--- config.mk ---
export PLATFORM = sky130hd
export DESIGN_NAME = ebacc_core
export DESIGN_NICKNAME = d
export VERILOG_FILES = /design/src/ebacc_pkg.sv /design/src/ebacc_core.sv
export SDC_FILE = /design/constraint.sdc
export NUM_CORES = 1
export LEC_CHECK = 0
export ABC_CLOCK_PERIOD_IN_PS = 6910
export BUFFER_PORTS_ARGS = -buffer_cell sky130_fd_sc_hd__clkbuf_2
export CORE_MARGIN = 2
export CORE_UTILIZATION = 50
export DETAILED_ROUTE_END_ITERATION = 10
export GPL_TIMING_DRIVEN = 0
export PLACE_DENSITY = 0.71
export SLEW_MARGIN = 20
export SYNTH_ARGS = -nofsm -noshare
export SYNTH_HDL_FRONTEND = slang
export SYNTH_SLANG_ARGS = --single-unit
--- constraint.sdc ---
create_clock -name clk -period 6.91 [get_ports clk]
set_clock_uncertainty 0.05 [all_clocks]
set_input_delay 0.691 -clock clk [delete_from_list [all_inputs] [get_ports clk]]
set_output_delay 0.691 -clock clk [all_outputs]
set_load 0.005 [all_outputs]
--- src/ebacc_pkg.sv ---
// constants and carrier types for the external bus alignment and chip-select block
// assumes a single 20 MHz clock and a 32-bit register bus with byte addresses
package ebacc_pkg;

	localparam int NUM_SELECTS = 8;
	localparam int CLK_MHZ = 20;

	// register map, byte addresses
	localparam logic [7:0] CFG_BASE_ADDR = 8'h00;
	localparam logic [7:0] CTRL_ADDR = 8'h20;
	localparam logic [7:0] STATUS_ADDR = 8'h24;

	// chip-select configuration fields
	localparam int CFG_WIDTH = 7;
	localparam int CFG_AREA_BIT = 6;
	localparam int CFG_DENS_LO = 4;
	localparam int CFG_START_LO = 0;
	localparam logic [CFG_WIDTH-1:0] CFG_RESET = 7'h00;

	// control fields
	localparam int CTRL_WIDTH_LO = 0;
	localparam int CTRL_TYPE_LO = 2;
	localparam logic [1:0] WID_8 = 2'h0;
	localparam logic [1:0] WID_16 = 2'h1;
	localparam logic [1:0] WID_32 = 2'h2;
	localparam logic [1:0] MEM_ORDINARY = 2'h0;
	localparam logic [1:0] MEM_DRAM = 2'h1;
	localparam logic [1:0] MEM_SDRAM = 2'h2;
	localparam logic [1:0] MEM_CARD = 2'h3;
	localparam logic [1:0] CTRL_WIDTH_RESET = WID_32;
	localparam logic [1:0] CTRL_TYPE_RESET = MEM_ORDINARY;

	// status fields
	localparam int STAT_LITTLE_BIT = 0;
	localparam int STAT_STRAP_BIT = 1;
	localparam int STAT_BUSY_BIT = 2;

	// internal access sizes
	localparam logic [1:0] SIZE_BYTE = 2'h0;
	localparam logic [1:0] SIZE_WORD = 2'h1;
	localparam logic [1:0] SIZE_LONG = 2'h2;

	// address decode
	localparam logic [2:0] AREA_0 = 3'h0;
	localparam logic [2:0] AREA_2 = 3'h2;

	// timing
	localparam int XFER_NS = 150;
	localparam int XFER_CYCLES = (XFER_NS * CLK_MHZ + 999) / 1000;
	localparam logic [1:0] STRAP_SETTLE = 2'h3;

	typedef struct packed {
		logic [31:0] addr;
		logic [1:0] size;
		logic write;
		logic [31:0] wdata;
	} ebacc_req_t;

	typedef struct packed {
		logic [31:0] addr;
		logic [31:0] data;
		logic dataOe;
		logic write;
		logic active;
	} ebacc_ext_t;

endpackage

--- src/ebacc_core.sv ---
// byte-lane steering, transfer splitting and memory chip-select decode
// assumes requests on the bus clock; strap and read data pins are asynchronous
// Notes on behaviour
// config bit 6 picks area 0 (clear) or area 2 (set) for decode
// two-bit density field: 32, 64, 128 or 256 megabit attached part
// config bits 3..0 give address bits 25..22 of region start
// eight chip-select outputs, each with its own identical config register
// byte order taken from strap pin after reset: low big, high little
// big endian offset 0 is most significant byte; little endian least
// legal widths: ordinary 8/16/32, DRAM 16/32, SDRAM 32, card 8/16
// access wider than device splits into consecutive device-width transfers
// 32-bit big endian lanes: offset 0 on top lane, down to offset 3
// 16-bit big endian: even offset upper lane; longword high half first
// 8-bit big endian: lowest lane, most significant byte first
// 32-bit little endian lanes: offset 0 on bottom lane, up to offset 3
// 16-bit little endian: even offset lower lane; longword low half first
// 8-bit little endian: lowest lane, least significant byte first
// strobes act by memory type; lanes without data stay deasserted
// read bytes from split transfers reassembled into datum order
//
// Decided for this implementation: the Avalon-MM interface to the registers and the placing of the registers.
module ebacc_core #(
	parameter int NUM_SELECTS = ebacc_pkg::NUM_SELECTS
) (
	input wire logic clk,
	input wire logic resetn,
	input wire logic [7:0] avAddress,
	input wire logic avRead,
	input wire logic avWrite,
	input wire logic [31:0] avWritedata,
	input wire logic [3:0] avByteenable,
	output logic [31:0] avReaddata,
	output logic avWaitrequest,
	input wire logic intValid,
	input wire ebacc_pkg::ebacc_req_t intReq,
	output logic intReady,
	output logic intDone,
	output logic [31:0] intRData,
	input wire logic byteOrderStrap,
	output ebacc_pkg::ebacc_ext_t extBus,
	input wire logic [31:0] extDataIn,
	output logic [3:0] laneWriteStrobeN,
	output logic [3:0] laneColumnStrobeN,
	output logic [3:0] laneDataMask,
	output logic [NUM_SELECTS-1:0] memoryChipSelectOutN
);

	generate
		if (NUM_SELECTS < 1 || NUM_SELECTS > 8)
		begin : g_bad_selects
			$error("NUM_SELECTS must be 1 to 8");
		end
	endgenerate

	typedef enum {ST_IDLE, ST_XFER, ST_FINISH} ebacc_state_t;

	ebacc_state_t state;
	logic strapMeta;
	logic strapSync;
	logic [1:0] settleCnt;
	logic strapTaken;
	logic littleEndian;
	logic [31:0] dinMeta;
	logic [31:0] dinSync;
	logic [ebacc_pkg::CFG_WIDTH-1:0] selCfg [NUM_SELECTS];
	logic [1:0] ctrlWidth;
	logic [1:0] ctrlType;
	logic [2:0] cfgIdx;
	logic cfgHit;
	ebacc_pkg::ebacc_req_t curReq;
	logic [1:0] curWidth;
	logic [1:0] curType;
	logic curLittle;
	logic [1:0] xferIdx;
	logic [1:0] lastXfer;
	logic [7:0] waitCnt;
	logic [3:0] laneValidQ;
	logic [1:0] laneSigQ [4];
	logic [7:0] rdAsm [4];
	logic accept;
	// lane plan for the transfer about to be driven
	logic [31:0] planAddr;
	logic [1:0] planSize;
	logic [1:0] planWidth;
	logic planLittle;
	logic [1:0] planK;
	logic [2:0] planW;
	logic [2:0] planS;
	logic [2:0] planN;
	logic [1:0] planTbo;
	logic [3:0] next_laneValid;
	logic [1:0] next_laneSig [4];
	logic [31:0] next_laneData;
	logic [NUM_SELECTS-1:0] next_selN;

	function automatic logic [2:0] size_bytes(input logic [1:0] code);
		size_bytes = (code == ebacc_pkg::SIZE_LONG) ? 3'h4 : (code == ebacc_pkg::SIZE_WORD) ? 3'h2 : 3'h1;
	endfunction

	function automatic logic [2:0] width_bytes(input logic [1:0] code);
		width_bytes = (code == ebacc_pkg::WID_32) ? 3'h4 : (code == ebacc_pkg::WID_16) ? 3'h2 : 3'h1;
	endfunction

	function automatic logic width_legal(input logic [1:0] memType, input logic [1:0] width);
		unique case (memType)
			ebacc_pkg::MEM_ORDINARY: width_legal = (width != 2'h3);
			ebacc_pkg::MEM_DRAM: width_legal = (width == ebacc_pkg::WID_16) || (width == ebacc_pkg::WID_32);
			ebacc_pkg::MEM_SDRAM: width_legal = (width == ebacc_pkg::WID_32);
			ebacc_pkg::MEM_CARD: width_legal = (width == ebacc_pkg::WID_8) || (width == ebacc_pkg::WID_16);
		endcase
	endfunction

	// strap and read data synchronisers
	always_ff @(posedge clk or negedge resetn)
	begin
		if (!resetn)
		begin
			strapMeta <= 1'b0;
			strapSync <= 1'b0;
			dinMeta <= 32'h00000000;
			dinSync <= 32'h00000000;
		end
		else
		begin
			strapMeta <= byteOrderStrap;
			strapSync <= strapMeta;
			dinMeta <= extDataIn;
			dinSync <= dinMeta;
		end
	end

	// byte order caught once after reset release
	always_ff @(posedge clk or negedge resetn)
	begin
		if (!resetn)
		begin
			settleCnt <= 2'h0;
			strapTaken <= 1'b0;
			littleEndian <= 1'b0;
		end
		else if (!strapTaken)
		begin
			if (settleCnt == ebacc_pkg::STRAP_SETTLE - 2'h1)
			begin
				littleEndian <= strapSync;
				strapTaken <= 1'b1;
			end
			else
				settleCnt <= settleCnt + 2'h1;
		end
	end

	// register bus: one wait cycle, then completion
	assign cfgIdx = avAddress[4:2];
	assign cfgHit = (avAddress[7:5] == ebacc_pkg::CFG_BASE_ADDR[7:5]) && (32'(cfgIdx) < NUM_SELECTS);

	always_ff @(posedge clk or negedge resetn)
	begin
		if (!resetn)
			avWaitrequest <= 1'b1;
		else if ((avRead || avWrite) && avWaitrequest)
			avWaitrequest <= 1'b0;
		else
			avWaitrequest <= 1'b1;
	end

	always_ff @(posedge clk or negedge resetn)
	begin
		if (!resetn)
			avReaddata <= 32'h00000000;
		else if (avRead && avWaitrequest)
		begin
			if (cfgHit)
				avReaddata <= {25'h0000000, selCfg[cfgIdx]};
			else if ({avAddress[7:2], 2'h0} == ebacc_pkg::CTRL_ADDR)
				avReaddata <= {28'h0000000, ctrlType, ctrlWidth};
			else if ({avAddress[7:2], 2'h0} == ebacc_pkg::STATUS_ADDR)
				avReaddata <= {29'h00000000, state != ST_IDLE, strapTaken, littleEndian};
			else
				avReaddata <= 32'h00000000;
		end
	end

	generate
		for (genvar gi = 0; gi < NUM_SELECTS; gi++)
		begin : g_cfg
			always_ff @(posedge clk or negedge resetn)
			begin
				if (!resetn)
					selCfg[gi] <= ebacc_pkg::CFG_RESET;
				else if (avWrite && !avWaitrequest && cfgHit && cfgIdx == 3'(gi) && avByteenable[0])
					selCfg[gi] <= avWritedata[ebacc_pkg::CFG_WIDTH-1:0];
			end
		end
	endgenerate

	always_ff @(posedge clk or negedge resetn)
	begin
		if (!resetn)
		begin
			ctrlWidth <= ebacc_pkg::CTRL_WIDTH_RESET;
			ctrlType <= ebacc_pkg::CTRL_TYPE_RESET;
		end
		else if (avWrite && !avWaitrequest && {avAddress[7:2], 2'h0} == ebacc_pkg::CTRL_ADDR && avByteenable[0])
		begin
			// illegal pairings are dropped whole
			if (width_legal(avWritedata[ebacc_pkg::CTRL_TYPE_LO +: 2], avWritedata[ebacc_pkg::CTRL_WIDTH_LO +: 2]))
			begin
				ctrlWidth <= avWritedata[ebacc_pkg::CTRL_WIDTH_LO +: 2];
				ctrlType <= avWritedata[ebacc_pkg::CTRL_TYPE_LO +: 2];
			end
		end
	end

	// chip-select decode for the incoming request
	generate
		for (genvar gs = 0; gs < NUM_SELECTS; gs++)
		begin : g_sel
			logic [2:0] area;
			logic [4:0] diff;
			logic [3:0] units;
			assign area = selCfg[gs][ebacc_pkg::CFG_AREA_BIT] ? ebacc_pkg::AREA_2 : ebacc_pkg::AREA_0;
			assign units = 4'h1 << selCfg[gs][ebacc_pkg::CFG_DENS_LO +: 2];
			assign diff = {1'b0, intReq.addr[25:22]} - {1'b0, selCfg[gs][ebacc_pkg::CFG_START_LO +: 4]};
			assign next_selN[gs] = !((intReq.addr[28:26] == area) && !diff[4] && (diff[3:0] < units));
		end
	endgenerate

	// plan: first transfer from the request, later ones from the held access
	assign accept = intValid && intReady;
	assign planAddr = (state == ST_IDLE) ? intReq.addr : curReq.addr;
	assign planSize = (state == ST_IDLE) ? intReq.size : curReq.size;
	assign planWidth = (state == ST_IDLE) ? ctrlWidth : curWidth;
	assign planLittle = (state == ST_IDLE) ? littleEndian : curLittle;
	assign planK = (state == ST_IDLE) ? 2'h0 : xferIdx + 2'h1;
	assign planW = width_bytes(planWidth);
	assign planS = size_bytes(planSize);
	assign planN = (planS < planW) ? planS : planW;
	assign planTbo = planAddr[1:0] + 2'(planK * planN);

	generate
		for (genvar gl = 0; gl < 4; gl++)
		begin : g_lane
			logic [2:0] om;
			logic [2:0] tbMod;
			logic [2:0] pos;
			logic [2:0] j;
			logic [2:0] sig;
			// offset served by this lane:
			assign om = planLittle ? 3'(gl) : 3'(planW - 3'h1 - 3'(gl));
			assign tbMod = {1'b0, planTbo} & (planW - 3'h1);
			assign pos = om - tbMod;
			assign next_laneValid[gl] = (3'(gl) < planW) && (om >= tbMod) && (pos < planN);
			assign j = 3'(planK * planN) + pos;
			assign sig = planLittle ? j : 3'(planS - 3'h1 - j);
			assign next_laneSig[gl] = sig[1:0];
			assign next_laneData[gl*8 +: 8] = curReqData(sig[1:0]);
		end
	endgenerate

	function automatic logic [7:0] curReqData(input logic [1:0] idx);
		curReqData = (state == ST_IDLE) ? intReq.wdata[idx*8 +: 8] : curReq.wdata[idx*8 +: 8];
	endfunction

	// access sequencing
	always_ff @(posedge clk or negedge resetn)
	begin
		if (!resetn)
		begin
			state <= ST_IDLE;
			intReady <= 1'b0;
			intDone <= 1'b0;
			curReq <= '0;
			curWidth <= ebacc_pkg::CTRL_WIDTH_RESET;
			curType <= ebacc_pkg::CTRL_TYPE_RESET;
			curLittle <= 1'b0;
			xferIdx <= 2'h0;
			lastXfer <= 2'h0;
			waitCnt <= 8'h00;
		end
		else
		begin
			intDone <= 1'b0;
			unique case (state)
				ST_IDLE:
				begin
					if (accept)
					begin
						state <= ST_XFER;
						intReady <= 1'b0;
						curReq <= intReq;
						curWidth <= ctrlWidth;
						curType <= ctrlType;
						curLittle <= littleEndian;
						xferIdx <= 2'h0;
						lastXfer <= 2'(planS / planN - 3'h1);
						waitCnt <= 8'h00;
					end
					else
						intReady <= strapTaken;
				end
				ST_XFER:
				begin
					if (waitCnt == 8'(ebacc_pkg::XFER_CYCLES - 1))
					begin
						waitCnt <= 8'h00;
						if (xferIdx == lastXfer)
							state <= ST_FINISH;
						else
							xferIdx <= xferIdx + 2'h1;
					end
					else
						waitCnt <= waitCnt + 8'h01;
				end
				ST_FINISH:
				begin
					state <= ST_IDLE;
					intDone <= 1'b1;
					intReady <= 1'b1;
				end
			endcase
		end
	end

	wire issue = accept || (state == ST_XFER && waitCnt == 8'(ebacc_pkg::XFER_CYCLES - 1) && xferIdx != lastXfer);
	wire release_bus = state == ST_FINISH;
	wire [31:0] planTransferAddr = {planAddr[31:2], planTbo};
	wire planWrite = (state == ST_IDLE) ? intReq.write : curReq.write;
	wire [1:0] planType = (state == ST_IDLE) ? ctrlType : curType;

	// external pins
	always_ff @(posedge clk or negedge resetn)
	begin
		if (!resetn)
		begin
			extBus <= '0;
			laneWriteStrobeN <= 4'hF;
			laneColumnStrobeN <= 4'hF;
			laneDataMask <= 4'hF;
			laneValidQ <= 4'h0;
			for (int i = 0; i < 4; i++)
				laneSigQ[i] <= 2'h0;
		end
		else if (issue)
		begin
			extBus.addr <= planTransferAddr;
			extBus.data <= next_laneData;
			extBus.dataOe <= planWrite;
			extBus.write <= planWrite;
			extBus.active <= 1'b1;
			laneValidQ <= next_laneValid;
			for (int i = 0; i < 4; i++)
				laneSigQ[i] <= next_laneSig[i];
			// strobe role by memory type
			laneWriteStrobeN <= ((planType == ebacc_pkg::MEM_ORDINARY || planType == ebacc_pkg::MEM_CARD) && planWrite) ?
				~next_laneValid : 4'hF;
			laneColumnStrobeN <= (planType == ebacc_pkg::MEM_DRAM) ? ~next_laneValid : 4'hF;
			laneDataMask <= (planType == ebacc_pkg::MEM_SDRAM) ? ~next_laneValid : 4'hF;
		end
		else if (release_bus)
		begin
			extBus.dataOe <= 1'b0;
			extBus.active <= 1'b0;
			laneWriteStrobeN <= 4'hF;
			laneColumnStrobeN <= 4'hF;
			laneDataMask <= 4'hF;
			laneValidQ <= 4'h0;
		end
	end

	always_ff @(posedge clk or negedge resetn)
	begin
		if (!resetn)
			memoryChipSelectOutN <= {NUM_SELECTS{1'b1}};
		else if (accept)
			memoryChipSelectOutN <= next_selN;
		else if (release_bus)
			memoryChipSelectOutN <= {NUM_SELECTS{1'b1}};
	end

	// read reassembly, one datum byte per slice
	wire capture = state == ST_XFER && waitCnt == 8'(ebacc_pkg::XFER_CYCLES - 1) && !curReq.write;

	generate
		for (genvar gb = 0; gb < 4; gb++)
		begin : g_asm
			always_ff @(posedge clk or negedge resetn)
			begin
				if (!resetn)
					rdAsm[gb] <= 8'h00;
				else if (accept)
					rdAsm[gb] <= 8'h00;
				else if (capture)
				begin
					for (int l = 0; l < 4; l++)
						if (laneValidQ[l] && laneSigQ[l] == 2'(gb))
							rdAsm[gb] <= dinSync[l*8 +: 8];
				end
			end
		end
	endgenerate

	always_ff @(posedge clk or negedge resetn)
	begin
		if (!resetn)
			intRData <= 32'h00000000;
		else if (state == ST_FINISH)
			intRData <= {rdAsm[3], rdAsm[2], rdAsm[1], rdAsm[0]};
	end

endmodule

==> impl_metrics.csv <==
group,metric,value,unit
drt,wl_per_cell,19.8,µm
yosys,seq_area_frac_synth,45.8,%
critical_path,worstPathMaxFanout,19,
clock_tree,cts_root_buf,"clkbuf_16",
critical_path,cp-start-kind,"flop",
timing,setup_tns,0,ps
cells_and_area,layout-drive-gt1-share,27.9,%
grt,grt_pass1_wl,88000,µm
floorplan,die_w,210,µm
yosys,avgSynthCellArea,11.1,µm²
cells_and_area,register_area,9710,µm²
timing,worstMarginPinSlew,1090,ps
cells_and_area,post-route-util,60.0,%
drt,vias,15700,
status,outcome,"finished clean",
timing,fin_ws,282,ps
yosys,synth_ff_type,"dfrtp_1",
power,leakage,0.0120,µW
critical_path,critical_path_required,7340,ps
yosys,yosysTopAreaCell,"dfrtp_1",
clock_tree,worstSkewPairLatency,590,ps
yosys,ys_warn_count,0,
cells_and_area,multiInputGateArea,10800,µm²
clock_tree,cts_made_buffers,43,
yosys,synth_most_common_cell,"dfrtp_1",
grt,first_global_vias,16000,
floorplan,core-area,41900,µm²
placed_design,port_buffers,244,
clock_tree,tritoncts,"built",
floorplan,ios,303,
cells_and_area,n_fill_cell,3482,
yosys,netlist_instances,1913,
clock_tree,htreeDepth,2,
cells_and_area,num-nets-final,2506,
power,power_density,528,nW/µm²
timing,maxSlewViolCount,0,
grt,antenna_found_initial,4,
critical_path,end_kind,"flop",
timing,setup_viol,0,
critical_path,critPathMaxStageDelay,400,ps
grt,grt-ovfl-total,0,
yosys,synthTopCellsByCount,"364 x dfrtp_1, 199 x mux2i_1, 172 x mux2_2",
placed_design,hpwlAfterDp,41200,µm
critical_path,worst-r2r-setup-slack,280,ps
job,maxCapViolCount,0,
timing,maxSlewHeadroom,27.6,%
worst_hold_path,holdCritPathClass,"input pin to flop",
placed_design,dpl_worst_slack,-1230,ps
timing,fin_crit_sh,95.9,%
cells_and_area,area.growth.synth_to_final,18.4,%
critical_path,arrival,7050,ps
yosys,async_flop_share,100,%
critical_path,crit_slowest_cell,"dfrtp_1",
floorplan,initial_core_util,50.6,%
timing,fmaxAchievable,151,MHz
timing,period_minus_slack,6630,ps
timing,report.final.hold_viol_count,0,
clock_tree,cts_buffer_depth,3,
drt,routed_via_density,5.58,
critical_path,cp_top_family,"adder cells",
critical_path,critPathBufInv,9,
clock_tree,cts_sinks,387,
floorplan,die_area,44000,µm²
floorplan,die_h,210,µm
grt,grt_use_total,25.5,%
drt,drt-pass1-iter-count,5,
yosys,yosysTopAreaCellShare,43.0,%
drt,drc,0,
drt,ant_nets,0,
yosys,synth_edf_count,0,
critical_path,critPathKind,"flop to flop",
placed_design,finalWeightedCongestion,0.912,
floorplan,rows,75,
yosys,ys_ff_latch,387,
drt,wl,56000,µm
drt,drtIter0Drc,1084,
critical_path,crit_top_cell,"ha_1",
power,ir_drop,0.458,mV
clock_tree,clkTransAtPathRegs,60,ps
yosys,synth_area_leaders,"dfrtp_1 43%, mux2i_1 9.4%, mux2_2 9.1%",
yosys,netlist_area,21200,µm²
grt,grt_max_degree,100,
yosys,ys_types,74,
==> cell type report <==
cell class,instances,area share [%]
buffer,116,2.61
clock buffer,62,4.89
timing repair buffer,268,6.10
inverter,71,1.06
sequential,387,38.7
clock inverter,14,0.748
antenna,3,0.0299
tap,539,2.69
multi-input combinational,1362,43.2
==> sequential cells by signal, indices dropped and copies added (netlist names), 6 cells and up <==
name / count
curReq: 67
extBus: 67
selCfg: 56
dinMeta: 32
dinSync: 32
intRData: 32
rdAsm: 32
memoryChipSelectOutN: 8
waitCnt: 8
avReaddata: 7
laneSigQ: 6
==> worst paths after layout <==
check                              startpoint         endpoint  cells past startpoint
worst max register to register       state[0]       extBus[32]                     28
min in group asynchronous              resetn       extBus[49]                      2
worst min-delay path            extDataIn[15]      dinMeta[15]                      1
worst max-delay path                 state[0]       extBus[32]                     28
max in group asynchronous              resetn  laneDataMask[2]                      4
worst min register to register    dinMeta[16]      dinSync[16]                      0
==> through the flow <==
stage          hold slack, ps  std cells  total power [µW]  area, µm²
2_1_floorplan             281       1937              8360      21300
3_3_place_gp              283       2720              9970      23200
3_5_place_dp              285       2724             10200      23300
4_1_cts                   118       2815             13000      25000
5_1_grt                   131       2822             14000      25100
6_report                  152       2822             13300      25100
==> cells by family after synthesis <==
group,share of synthesized area [%]
AOI/OAI and AO/OA,9.79
buffers and inverters,4.01
xor gates and xnor gates,2.79
and+or+nand+nor,8.95
DFF,45.8
other,0.0177
adders and majority gates,6.80
muxes,21.8
==> where the power goes <==
part / switching (µW) / internal [µW] / total [µW]
clock: 957 / 1360 / 2310
sequential: 358 / 2810 / 3170
combinational: 4140 / 3620 / 7760
==> per-layer routing <==
metal	share of wire [%]	GRT usage (%)	routed length, µm
met5	0	0	0
met4	3.0	8.63	1700
met3	5.0	4.52	2790
met2	49	42.3	27300
met1	43	34.0	24200
==> repair_timing <==
action / in CTS / in global routing
hold buffers: 1 / 0
endpoints found under the hold margin: 25 / 0
buffers inserted: 14 / 5
cloned: 0 / 0
resized for setup: 22 / 24
setup endpoints to repair: 53 / 47
pin swaps: 0 / 2
==> worst reg2reg max path: cells and delay by family, from the launching register on <==
kind / cells / cell delay (ps)
and+or+nand+nor: 3 / 690
DFF: 1 / 400
AOI/OAI and AO/OA: 3 / 620
adders and majority gates: 7 / 1910
muxes: 6 / 1460
buffers and inverters: 9 / 1370
==> cell usage in the layout (no fill, tap or decap), drive strengths merged, types with 75 or more instances in the layout <==
cell    instances
mux2i         205
ha             96
o21ai          91
clkbuf        364
dfrtp         364
nand2         154
inv            75
a21oi         133
nor2          135
mux2          194
buf            81
(Power assumes the default switching activity.)
